[src/design/nch_pkg.sv]
// Shared constants and types for the network card host port
package nch_pkg;
    // ==========================================================
    // Widths
    localparam int ROM_CNT_W = 12;
    localparam int PAGE_W = 8;
    localparam int DATA_W = 16;
    localparam int ROM_DW = 8;
    localparam int ROM_AW = ROM_CNT_W + PAGE_W;
    localparam int IRQ_N = 4;
    // ==========================================================
    // Reset and fill values
    localparam logic [DATA_W-1:0] BUS_RST = 16'h0000;
    localparam logic [ROM_DW-1:0] ROM_HI_FILL = 8'h00;
    localparam logic [ROM_CNT_W-1:0] CNT_ZERO = 12'h000;
    localparam logic [ROM_CNT_W-1:0] CNT_ONE = 12'h001;
    // ==========================================================
    // Timing, in ns and derived cycles at 25 MHz
    localparam int CLK_NS = 40;
    localparam int IRQ_CLR_MAX_NS = 250;
    localparam int IRQ_CLR_CYC = (IRQ_CLR_MAX_NS / CLK_NS < 1) ? 1 : IRQ_CLR_MAX_NS / CLK_NS;
    localparam int ROM_ACC_NS = 150;
    localparam int ROM_WAIT_CYC = (ROM_ACC_NS + CLK_NS - 1) / CLK_NS;
    localparam logic [3:0] ROM_WAIT_LD = 4'(ROM_WAIT_CYC);
    localparam logic [3:0] WAIT_ZERO = 4'h0;
    // ==========================================================
    // Host cycle states
    typedef enum logic [2:0] {
        ST_IDLE,
        ST_ROM_RD,
        ST_ROM_WR,
        ST_NET_WAIT,
        ST_NET_HOLD
    } nch_state_e;
endpackage

[src/design/nch_rom_if.sv]
// Carrier between the cycle logic and the ROM byte counter
`timescale 1ns/1ps
`default_nettype none
interface nch_rom_if;
    import nch_pkg::*;
    logic clr;
    logic inc;
    logic [ROM_CNT_W-1:0] count;
    modport ctl (output clr, output inc, input count);
    modport ctr (input clr, input inc, output count);
endinterface
`default_nettype wire

[src/design/nch_rom_ctr.sv]
// ROM byte counter: clears on reset or ROM write, steps after each ROM read
`timescale 1ns/1ps
`default_nettype none
module nch_rom_ctr (
    input wire logic sys_clk,
    input wire logic rst,
    nch_rom_if.ctr rom
);
    import nch_pkg::*;

    logic [ROM_CNT_W-1:0] cnt_r;
    logic [ROM_CNT_W-1:0] cnt_nxt;

    // ==========================================================
    // Next count
    always_comb begin
        cnt_nxt = cnt_r;
        if (rom.clr) begin
            cnt_nxt = CNT_ZERO;
        end else if (rom.inc) begin
            cnt_nxt = cnt_r + CNT_ONE;
        end
    end

    always_ff @(posedge sys_clk or posedge rst) begin
        if (rst) begin
            cnt_r <= CNT_ZERO;
        end else begin
            cnt_r <= cnt_nxt;
        end
    end

    assign rom.count = cnt_r;
endmodule
`default_nettype wire

[src/design/nch_host_port.sv]
// Card side of the network card host port: ROM paging, I/O cycles, interrupt, DMA
// Function
// - ROM gives byte-wide data on ROM reads
// - Twelve-bit counter drives low ROM address
// - Counter clears on reset or ROM write
// - Read returns current byte, then counter steps
// - Counter wraps after 4096 reads
// - Latched address bits select ROM page
// - N-prefixed signals are active low
// - Answer controller cycles only under chip select, or under DMA acknowledge on the DMA variant
// - Drive 16-bit data bus only on selected reads
// - Level interrupt, programmable sources, held until cleared or its source enable is dropped
// - Interrupt drops within 250 ns of clear
// - Ready pulled low stretches the cycle
// - Ready must fall early in the strobe
// - DMA handshake only on the DMA variant
// - Request high, acknowledge answers, request drop releases
`timescale 1ns/1ps
`default_nettype none
module nch_host_port #(
    parameter bit DMA_EN = 1'b0,
    parameter int IRQ_SRC = nch_pkg::IRQ_N
) (
    input wire logic sys_clk,
    input wire logic rst,
    input wire logic ior_n,
    input wire logic iow_n,
    input wire logic csnet_n,
    input wire logic romnet_n,
    input wire logic [nch_pkg::PAGE_W-1:0] latched_addr,
    input wire logic [nch_pkg::DATA_W-1:0] card_data_bus_in,
    output logic [nch_pkg::DATA_W-1:0] card_data_bus_out,
    output logic card_data_bus_oe_n,
    output logic ready_out,
    output logic ready_oe_n,
    output logic interrupt,
    output logic dreq,
    input wire logic dack_n,
    output logic [nch_pkg::ROM_AW-1:0] rom_addr,
    input wire logic [nch_pkg::ROM_DW-1:0] rom_data,
    output logic nc_rd,
    output logic nc_wr,
    output logic [nch_pkg::DATA_W-1:0] nc_wdata,
    input wire logic [nch_pkg::DATA_W-1:0] nc_rdata,
    input wire logic nc_ack,
    input wire logic dma_want,
    input wire logic [IRQ_SRC-1:0] irq_enable,
    input wire logic [IRQ_SRC-1:0] irq_event,
    input wire logic [IRQ_SRC-1:0] irq_clear
);
    import nch_pkg::*;

    // ==========================================================
    // Pin synchronisers, two stages
    logic [4:0] ctl_s1_r;
    logic [4:0] ctl_s2_r;
    logic [PAGE_W-1:0] la_s1_r;
    logic [PAGE_W-1:0] la_s2_r;
    logic [DATA_W-1:0] bd_s1_r;
    logic [DATA_W-1:0] bd_s2_r;

    always_ff @(posedge sys_clk or posedge rst) begin
        if (rst) begin
            ctl_s1_r <= 5'h1f;
            ctl_s2_r <= 5'h1f;
            la_s1_r <= 8'h00;
            la_s2_r <= 8'h00;
            bd_s1_r <= BUS_RST;
            bd_s2_r <= BUS_RST;
        end else begin
            ctl_s1_r <= {dack_n, romnet_n, csnet_n, iow_n, ior_n};
            ctl_s2_r <= ctl_s1_r;
            la_s1_r <= latched_addr;
            la_s2_r <= la_s1_r;
            bd_s1_r <= card_data_bus_in;
            bd_s2_r <= bd_s1_r;
        end
    end

    logic rd;
    logic wr;
    logic net_sel;
    logic rom_sel;
    assign rd = !ctl_s2_r[0];
    assign wr = !ctl_s2_r[1];
    assign net_sel = !ctl_s2_r[2] || (DMA_EN && !ctl_s2_r[4]);
    assign rom_sel = !ctl_s2_r[3];

    // ==========================================================
    // Host cycle state
    nch_rom_if rom_bus ();
    nch_rom_ctr u_ctr (
        .sys_clk(sys_clk),
        .rst(rst),
        .rom(rom_bus)
    );

    nch_state_e st_r, st_nxt;
    logic [3:0] wait_r, wait_nxt;
    logic [DATA_W-1:0] bus_r, bus_nxt;
    logic bus_oe_n_r, bus_oe_n_nxt;
    logic rdy_oe_n_r, rdy_oe_n_nxt;
    logic nc_rd_r, nc_rd_nxt;
    logic nc_wr_r, nc_wr_nxt;
    logic [DATA_W-1:0] wdata_r, wdata_nxt;
    logic [ROM_AW-1:0] rom_addr_r, rom_addr_nxt;

    always_comb begin
        st_nxt = st_r;
        wait_nxt = wait_r;
        bus_nxt = bus_r;
        bus_oe_n_nxt = 1'b1;
        rdy_oe_n_nxt = 1'b1;
        nc_rd_nxt = 1'b0;
        nc_wr_nxt = 1'b0;
        wdata_nxt = wdata_r;
        rom_bus.clr = 1'b0;
        rom_bus.inc = 1'b0;
        rom_addr_nxt = {la_s2_r, rom_bus.count};
        case (st_r)
            ST_IDLE: begin
                if (rom_sel && rd) begin
                    st_nxt = ST_ROM_RD;
                    wait_nxt = ROM_WAIT_LD;
                    rdy_oe_n_nxt = 1'b0;
                end else if (rom_sel && wr) begin
                    st_nxt = ST_ROM_WR;
                    rom_bus.clr = 1'b1;
                end else if (net_sel && (rd || wr)) begin
                    st_nxt = ST_NET_WAIT;
                    nc_rd_nxt = rd;
                    nc_wr_nxt = wr;
                    wdata_nxt = bd_s2_r;
                    // ready falls at once on strobe
                    rdy_oe_n_nxt = 1'b0;
                end
            end
            ST_ROM_RD: begin
                bus_nxt = {ROM_HI_FILL, rom_data};
                bus_oe_n_nxt = 1'b0;
                if (wait_r != WAIT_ZERO) begin
                    wait_nxt = wait_r - 4'h1;
                    rdy_oe_n_nxt = (wait_r == 4'h1);
                end
                // step at read strobe rising edge
                if (!rd) begin
                    st_nxt = ST_IDLE;
                    bus_oe_n_nxt = 1'b1;
                    rdy_oe_n_nxt = 1'b1;
                    rom_bus.inc = 1'b1;
                end
            end
            ST_ROM_WR: begin
                if (!wr) begin
                    st_nxt = ST_IDLE;
                end
            end
            ST_NET_WAIT: begin
                rdy_oe_n_nxt = 1'b0;
                if (nc_ack) begin
                    rdy_oe_n_nxt = 1'b1;
                    bus_nxt = nc_rdata;
                    bus_oe_n_nxt = !rd;
                    st_nxt = ST_NET_HOLD;
                end
            end
            ST_NET_HOLD: begin
                bus_oe_n_nxt = !(rd && net_sel);
                if (!rd && !wr) begin
                    st_nxt = ST_IDLE;
                    bus_oe_n_nxt = 1'b1;
                end
            end
            default: begin
                st_nxt = ST_IDLE;
            end
        endcase
    end

    always_ff @(posedge sys_clk or posedge rst) begin
        if (rst) begin
            st_r <= ST_IDLE;
            wait_r <= WAIT_ZERO;
            bus_r <= BUS_RST;
            bus_oe_n_r <= 1'b1;
            rdy_oe_n_r <= 1'b1;
            nc_rd_r <= 1'b0;
            nc_wr_r <= 1'b0;
            wdata_r <= BUS_RST;
            rom_addr_r <= '0;
        end else begin
            st_r <= st_nxt;
            wait_r <= wait_nxt;
            bus_r <= bus_nxt;
            bus_oe_n_r <= bus_oe_n_nxt;
            rdy_oe_n_r <= rdy_oe_n_nxt;
            nc_rd_r <= nc_rd_nxt;
            nc_wr_r <= nc_wr_nxt;
            wdata_r <= wdata_nxt;
            rom_addr_r <= rom_addr_nxt;
        end
    end

    // ==========================================================
    // Interrupt pending bits, set wins over clear
    logic [IRQ_SRC-1:0] pend_r, pend_nxt;
    logic irq_r, irq_nxt;

    always_comb begin
        pend_nxt = (pend_r & ~irq_clear) | (irq_event & irq_enable);
        irq_nxt = |(pend_nxt & irq_enable);
    end

    always_ff @(posedge sys_clk or posedge rst) begin
        if (rst) begin
            pend_r <= '0;
            irq_r <= 1'b0;
        end else begin
            pend_r <= pend_nxt;
            irq_r <= irq_nxt;
        end
    end

    // ==========================================================
    // DMA request, variant only
    logic dreq_r, dreq_nxt;

    always_comb begin
        dreq_nxt = 1'b0;
        if (DMA_EN) begin
            // raise on demand, drop at transfer end
            dreq_nxt = dma_want && !(st_r == ST_NET_HOLD && !rd && !wr && !ctl_s2_r[4]);
            if (dreq_r && st_r == ST_NET_HOLD && !rd && !wr) begin
                dreq_nxt = 1'b0;
            end
        end
    end

    always_ff @(posedge sys_clk or posedge rst) begin
        if (rst) begin
            dreq_r <= 1'b0;
        end else begin
            dreq_r <= dreq_nxt;
        end
    end

    assign card_data_bus_out = bus_r;
    assign card_data_bus_oe_n = bus_oe_n_r;
    assign ready_out = 1'b0;
    assign ready_oe_n = rdy_oe_n_r;
    assign interrupt = irq_r;
    assign dreq = dreq_r;
    assign rom_addr = rom_addr_r;
    assign nc_rd = nc_rd_r;
    assign nc_wr = nc_wr_r;
    assign nc_wdata = wdata_r;
endmodule
`default_nettype wire

[config.mk]
export PLATFORM = sky130hd
export DESIGN_NAME = nch_host_port
export DESIGN_NICKNAME = d
export VERILOG_FILES = /design/src/design/nch_pkg.sv /design/src/design/nch_rom_if.sv /design/src/design/nch_rom_ctr.sv /design/src/design/nch_host_port.sv
export SDC_FILE = /design/constraint.sdc
export NUM_CORES = 1
export LEC_CHECK = 0
export BUFFER_PORTS_ARGS = -buffer_cell sky130_fd_sc_hd__buf_2
export CAP_MARGIN = 10
export CORE_MARGIN = 2
export CORE_UTILIZATION = 36
export DETAILED_ROUTE_END_ITERATION = 16
export GPL_TIMING_DRIVEN = 0
export PLACE_DENSITY_LB_ADDON = 0.12
export SYNTH_ARGS = -nofsm -noshare
export SYNTH_HDL_FRONTEND = slang
export SYNTH_SLANG_ARGS = --single-unit
[constraint.sdc]
create_clock -name sys_clk -period 6.55 [get_ports sys_clk]
set_clock_uncertainty 0.15 [all_clocks]
set_input_delay 1.31 -clock sys_clk [delete_from_list [all_inputs] [get_ports sys_clk]]
set_output_delay 1.31 -clock sys_clk [all_outputs]
set_load 0.02 [all_outputs]
==> run_results.csv, run 1 <==
group,metric,value,unit
outcome,outcome,"finished, final reports clean",
floorplanning,dieArea,14000,um2
sta,fmax,394,MHz
logic_synthesis,async_flop_share,100,%
power,finalPower,0.00281,W
global_routing,first_global_vias,3008,
floorplanning,fp.dieH,118,um
logic_synthesis,yosys_warnings,0,
logic_synthesis,synth_top_area_share,66.9,%
power,ir_drop,0.222,mV
clock_network,post-cts-setup-buffers,0,
setup_path,critPathKind,"flop to output port",
global_routing,grt_max_degree,84,
layout,fin_nets,555,
sta,rsz0062_at_grt,"no",
layout,num-fill-cells,1181,
clock_network,clock-sinks,136,
clock_network,ctsHoldBuffers,0,
job,drv_cap,0,
logic_synthesis,ys.flop_type,"dfrtp_1",
floorplanning,core.rowCount,41,
power,power.switching,0.000865,W
placed_design,routabilityCongestion,0.742,
hold_path,hold_depth,0,
setup_path,cp.required,5.09,ns
global_routing,overflow,0,
clock_network,h-tree-depth,4,
layout,final_util,49.0,%
layout,regArea,3420,um2
clock_network,cts_resized,0,
sta,maxSlewViolCount,0,
setup_path,crit_buf_inv,1,
sta,final_hold_viol_count,0,
power,powerDensity,451,nW/um2
setup_path,rr_startpoint,"st_r[0]$_DFFE_PP0P_",
layout,finalNonFillerCells,667,
clock_network,clockRootBuffer,"clkbuf_16",
layout,drive_gt1_share,37.8,%
floorplanning,coreArea,12700,um2
clock_network,cts_tree,"built",
global_routing,grt_pass1_wl,14700,um
placed_design,numPortBuffers,123,
clock_network,cts_buffers,17,
clock_network,clk_latency,0.41,ns
power,p_int,0.00195,W
sta,final-setup-viol-count,0,
logic_synthesis,ys_ff_latch,136,
sta,final.setup.worst_slack,4.01,ns
power,clockPowerShare,36.5,%
placed_design,dp_hpwl,5920,um
layout,area_delta_synth_final,32.3,%
sta,min_period,2.54,ns
power,p_sw_share,30.8,%
global_routing,track_usage,13.5,%
setup_path,crit_cells,1,
layout,multi_input_area,1190,um2
floorplanning,fp.dieW,118,um
setup_path,cp-start-kind,"flop",
logic_synthesis,syn_area_per_cell,13.9,um2
logic_synthesis,yosys-top-cells-area,"dfrtp_1 (67%), dfstp_2 (5.6%), nand2_1 (3.0%), mux2_1 (2.6%), mux2i_1 (2.1%)",
sta,period_share,38.7,%
setup_path,critPathSlowestCell,"dfstp_2",
hold_path,worst_hold_path.endpoint,"la_s2_r[6]$_DFF_PP0_",
power,comb_power_share,24.2,%
setup_path,cp.arrival,1.08,ns
layout,diodes,0,
floorplanning,ios,128,
hold_path,min_path_type,"flop to flop",
setup_path,cpPeakStageDelay,0.51,ns
setup_path,cp_cell_sequence,"buf_2",
logic_synthesis,synth_edf_count,0,
logic_synthesis,synth_area,4710,um2
setup_path,cp_max_fo,1,
hold_path,hold_start,"la_s1_r[6]$_DFF_PP0_",
route,antenna_left,0,
setup_path,reg2reg_slack,4.42,ns
power,p_leak,3.12,nW
route,vias_per_cell,4.42,
placed_design,dpl_worst_slack,3.91,ns
sta,setup_tns,0,ns
route,vias,2950,
global_routing,antenna_found_initial,0,
setup_path,cp_top_family,"flip-flops",
logic_synthesis,synthTopCellsByCount,"dfrtp_1 (126), nand2_1 (38), nor2_1 (19)",
power,power_frac_seq,39.3,%
placed_design,placedCellCount,635,
logic_synthesis,synth_cell_types,50,
setup_path,critPathCaptureType,"output port",
setup_path,r2r_end,"nc_wdata[5]$_DFFE_PP0P_",
clock_network,cts_buffer_depth,2,
logic_synthesis,synth.largest_area_cell,"dfrtp_1",
logic_synthesis,synthCells,338,
floorplanning,initial_core_util,37.0,%
logic_synthesis,synth_most_common_cell,"dfrtp_1",
route,wl,8660,um
route,drc_errors,0,
route,dr.pass1.iters,4,
clock_network,clk_pin_slew,0.06,ns
setup_path,r2r_cells,4,
logic_synthesis,ys_seq_area_share,72.5,%
route,wl_per_cell,13.0,um
route,drtIter0Drc,88,
[area by class of cell]
| class | instances | area share, % |
|---|---|---|
| Buffer | 13 | 1.12 |
| Clock buffer | 20 | 7.49 |
| Timing Repair Buffer | 124 | 10.3 |
| Inverter | 9 | 0.622 |
| Sequential cell | 136 | 54.8 |
| Tap cell | 172 | 3.45 |
| Clock inverter | 12 | 2.99 |
| Multi-Input combinational cell | 181 | 19.2 |
[state kept, by name (all words and copies together) (netlist names), 3 cells and up]
name	cells
wait_r	4
la_s1_r	8
la_s2_r	8
bd_s2_r	16
rom_addr	20
nc_wdata	16
ctl_s1_r	4
st_r	3
u_ctr.rom.count	12
bd_s1_r	16
pend_r	4
ctl_s2_r	4
card_data_bus_out	16
[metal layers]
metal / wire [um] / global-route usage, % / vias to the layer above
li1: - / - / 1439
met1: 3890 / 17.2 / 1398
met2: 3960 / 20.3 / 97
met3: 648 / 5.12 / 16
met4: 163 / 6.18 / 0
met5: 0 / 0 / -
[logic make-up after synthesis]
family | count (synthesis) | share of synthesized area, %
flops | 136 | 72.5
mux | 28 | 6.43
other cells | 1 | 0.0796
simple gates | 99 | 10.9
xor+xnor | 9 | 1.67
fa+ha+maj | 4 | 1.06
compound gates | 39 | 5.18
buf+inv | 22 | 2.20
[power by group through the flow]
stage / Combinational [W] / Sequential (W) / Clock (W)
after floorplan: 0.000319 / 0.00125 / 0
after global routing: 0.000756 / 0.00113 / 0.00109
after global placement: 0.000678 / 0.00111 / 0
final: 0.000679 / 0.00111 / 0.00103
after detailed placement: 0.000691 / 0.00112 / 0
after CTS: 0.000692 / 0.00111 / 0.00105
[worst register-to-register path, cell delays in order, from the launching register on]
cell and delay (ns):
dfrtp_1 0.45, nor3_2 0.38, nand4b_2 0.37, buf_2 0.33, mux2_1 0.34
[worst max-delay path by stage]
stage / end / startpoint / slack (ns)
finish: card_data_bus_oe_n / card_data_bus_oe_n$_DFF_PP1_ / 4.01
global route: card_data_bus_oe_n / card_data_bus_oe_n$_DFF_PP1_ / 3.98
CTS: card_data_bus_oe_n / card_data_bus_oe_n$_DFF_PP1_ / 3.99
detailed placement: card_data_bus_out[2]$_DFFE_PP0P_ / nc_ack / 3.91
global placement: card_data_bus_out[6]$_DFFE_PP0P_ / rst / 0.01
floorplan: bd_s1_r[0]$_DFF_PP0_ / rst / 1.47
[cells in the final DEF, fill, tap and decap left out, types with 4 or more instances in the layout]
cell       count
a21oi_1        4
and3_1         4
buf_2        128
bufinv_16      4
clkbuf_1       5
clkbuf_16     17
dfrtp_1      126
dfstp_2       10
ha_1           4
inv_1          8
inv_6          4
mux2_1        11
mux2_2         7
mux2i_1       10
nand2_1       38
nand3_1       14
nand4_1        6
nor2_1        19
nor2b_1        4
o21ai_0       14
o21ai_1        4
xor2_1         6
[per-stage QoR]
stage,hold slack [ns],cell area (um2)
detailed placement,0.185,5580
CTS,0.196,6230
global placement,0.182,5550
global route,0.205,6230
floorplan,0.181,4710
finish,0.196,6230
(Power assumes the default switching activity.)
==> run 2: changes to the inputs <==
- ABC_AREA: default -> 1
- clock period: 6.55 -> 2.7 ns (I/O delays scaled with it)
==> run 2 against run 1 <==
Against the previous run:
- setup slack worse by 3.1 ns
- worst hold slack worse by 0.11 ns
- sequential power is 140% higher
- first-iteration DRC count is 130% higher
==> run_results.csv, run 2 <==
group,metric,value,unit
clock_network,cts_buffer_depth,2,
clock_network,clock-sinks,136,
layout,fin_nets,662,
logic_synthesis,synth_most_common_cell,"dfrtp_1",
power,p_leak,3.29,nW
setup_path,cp_top_family,"simple AND/OR/NAND/NOR gates",
hold_path,worst_hold_path.endpoint,"ctl_s1_r[1]$_DFF_PP1_",
global_routing,overflow,0,
layout,finalNonFillerCells,777,
floorplanning,coreArea,13200,um2
placed_design,placed_area,5770,um2
logic_synthesis,synthCells,444,
setup_path,cp-start-kind,"flop",
sta,fmax,554,MHz
setup_path,cp_cell_sequence,"nor2_1, nand2_1, nor2_4, nand4_4, buf_2, nand2_1, o21ai_1",
sta,worst_pin_slew,0.706,ns
setup_path,cp.required,2.84,ns
layout,final_area,6400,um2
logic_synthesis,synth_area,4870,um2
logic_synthesis,ys_ff_latch,136,
clock_network,clockRootBuffer,"clkbuf_16",
route,wl,9570,um
floorplanning,core.rowCount,42,
setup_path,critPathKind,"flop to flop",
route,drtIter0Drc,206,
clock_network,ctsHoldBuffers,0,
sta,final-setup-viol-count,0,
setup_path,cp_max_fo,10,
logic_synthesis,synth.largest_area_cell,"dfrtp_1",
logic_synthesis,synth_top_area_share,64.7,%
sta,slew_headroom,52.8,%
hold_path,hold_start,"iow_n",
global_routing,grt_pass1_wl,16400,um
setup_path,r2r_end,"nc_wdata[11]$_DFFE_PP0P_",
route,vias,3459,
hold_path,min_path_type,"primary input to flop",
route,drc_errors,0,
global_routing,first_global_vias,3476,
clock_network,h-tree-depth,4,
setup_path,cpPeakStageDelay,0.46,ns
sta,min_period,1.81,ns
route,wl_per_cell,12.3,um
layout,layout_common_cells,"buf_2 (126), dfrtp_1 (126), nand2_1 (107)",
outcome,outcome,"finished, final reports clean",
floorplanning,fp.dieW,120,um
clock_network,cts_resized,0,
layout,area_delta_synth_final,31.4,%
logic_synthesis,synth_edf_count,0,
placed_design,placedCellCount,746,
route,vias_per_cell,4.45,
sta,hold_ws,0.0818,ns
power,ir_drop,0.394,mV
floorplanning,dieArea,14500,um2
setup_path,rr_startpoint,"st_r[1]$_DFFE_PP0P_",
setup_path,r2r_cells,7,
hold_path,hold_depth,1,
global_routing,grt_max_degree,43,
global_routing,track_usage,14.5,%
setup_path,reg2reg_slack,0.89,ns
floorplanning,initial_core_util,36.8,%
floorplanning,ios,128,
layout,final_util,48.3,%
job,drv_cap,0,
clock_network,cts_tree,"built",
logic_synthesis,ys.flop_type,"dfrtp_1",
clock_network,clk_pin_slew,0.06,ns
logic_synthesis,syn_area_per_cell,11.0,um2
sta,rsz0062_at_grt,"no",
route,dr.pass1.iters,4,
setup_path,cp.arrival,1.95,ns
layout,largest_reg_flops,20,
clock_network,cts_buffers,17,
global_routing,antenna_found_initial,0,
route,antenna_left,0,
logic_synthesis,yosys_warnings,0,
layout,diodes,0,
layout,drive_gt1_share,31.1,%
logic_synthesis,async_flop_share,100,%
floorplanning,fp.dieH,120,um
placed_design,dp_hpwl,6790,um
sta,maxSlewViolCount,0,
sta,period_share,66.9,%
logic_synthesis,synthTopCellsByCount,"dfrtp_1 (126), nand2_1 (107), inv_1 (43)",
placed_design,numPortBuffers,122,
sta,setup_tns,0,ns
setup_path,crit_buf_inv,1,
logic_synthesis,synth_cell_types,29,
logic_synthesis,yosys-top-cells-area,"dfrtp_1 (65%), nand2_1 (8.2%), dfstp_2 (5.4%), inv_1 (3.3%), nand3_1 (2.9%)",
setup_path,critPathSlowestCell,"dfrtp_1",
clock_network,post-cts-setup-buffers,0,
clock_network,clk_latency,0.41,ns
setup_path,crit_top_cell,"nand2_1",
setup_path,critPathCaptureType,"flop",
sta,final_hold_viol_count,0,
logic_synthesis,ys_seq_area_share,70.1,%
placed_design,routabilityCongestion,0.910,
power,powerDensity,1060,nW/um2
==> run 2: per-layer routing <==
layer / share of wire [%] / wire length [um] / track usage [%]
met1: 45 / 4320 / 18.9
met2: 47 / 4490 / 22.2
met3: 6.3 / 600 / 4.81
met4: 1.7 / 161 / 6.40
met5: 0 / 0 / 0
==> run 2: how the worst max path moves through the flow <==
| stage | start | to | slack [ns] | cells after the start |
|---|---|---|---|---|
| after global routing | st_r[1]$_DFFE_PP0P_ | nc_wdata[11]$_DFFE_PP0P_ | 0.74 | 7 |
| after global placement | rst | rom_addr[10]$_DFF_PP0_ | -0.49 | 2 |
| final | st_r[1]$_DFFE_PP0P_ | nc_wdata[11]$_DFFE_PP0P_ | 0.89 | 7 |
| after CTS | st_r[1]$_DFFE_PP0P_ | nc_wdata[11]$_DFFE_PP0P_ | 0.87 | 7 |
| after floorplan | rst | bd_s1_r[0]$_DFF_PP0_ | 0.33 | 1 |
| after detailed placement | st_r[1]$_DFFE_PP0P_ | nc_wdata[11]$_DFFE_PP0P_ | 0.89 | 7 |
==> run 2: layout make-up <==
type / instances / area (um2)
plain buffers: 11 / 76.3
clock buffers: 19 / 433
clock inverters: 12 / 198
fillers: 1285 / 6840
inverters: 45 / 173
multi-input cells: 253 / 1210
flip-flops and latches: 136 / 3420
well taps: 176 / 220
repair buffers: 125 / 671
==> run 2: kinds of logic after synthesis <==
| family | synth area share [%] |
|---|---|
| buf+inv | 5.03 |
| compound gates | 5.21 |
| xor+xnor | 0.360 |
| flops | 70.1 |
| fa+ha+maj | 1.03 |
| simple gates | 18.2 |
| other cells | 0.0770 |
==> run 2: power breakdown <==
group          internal, W  switching, W
combinational     0.000570       0.00111
sequential         0.00243      0.000219
clock              0.00163      0.000830
==> run 2: metrics by stage <==
stage / power (W) / worst slack, ns
after floorplan: 0.00381 / 0.325
after global placement: 0.00433 / -0.493
after detailed placement: 0.00439 / 0.887
after CTS: 0.00689 / 0.873
after global routing: 0.00722 / 0.736
final: 0.00680 / 0.895
==> run 2: worst register-to-register path: stages, from the launching register on <==
cell	delay, ns
dfrtp_1	0.46
nor2_1	0.16
nand2_1	0.16
nor2_4	0.21
nand4_4	0.17
buf_2	0.24
nand2_1	0.08
o21ai_1	0.06
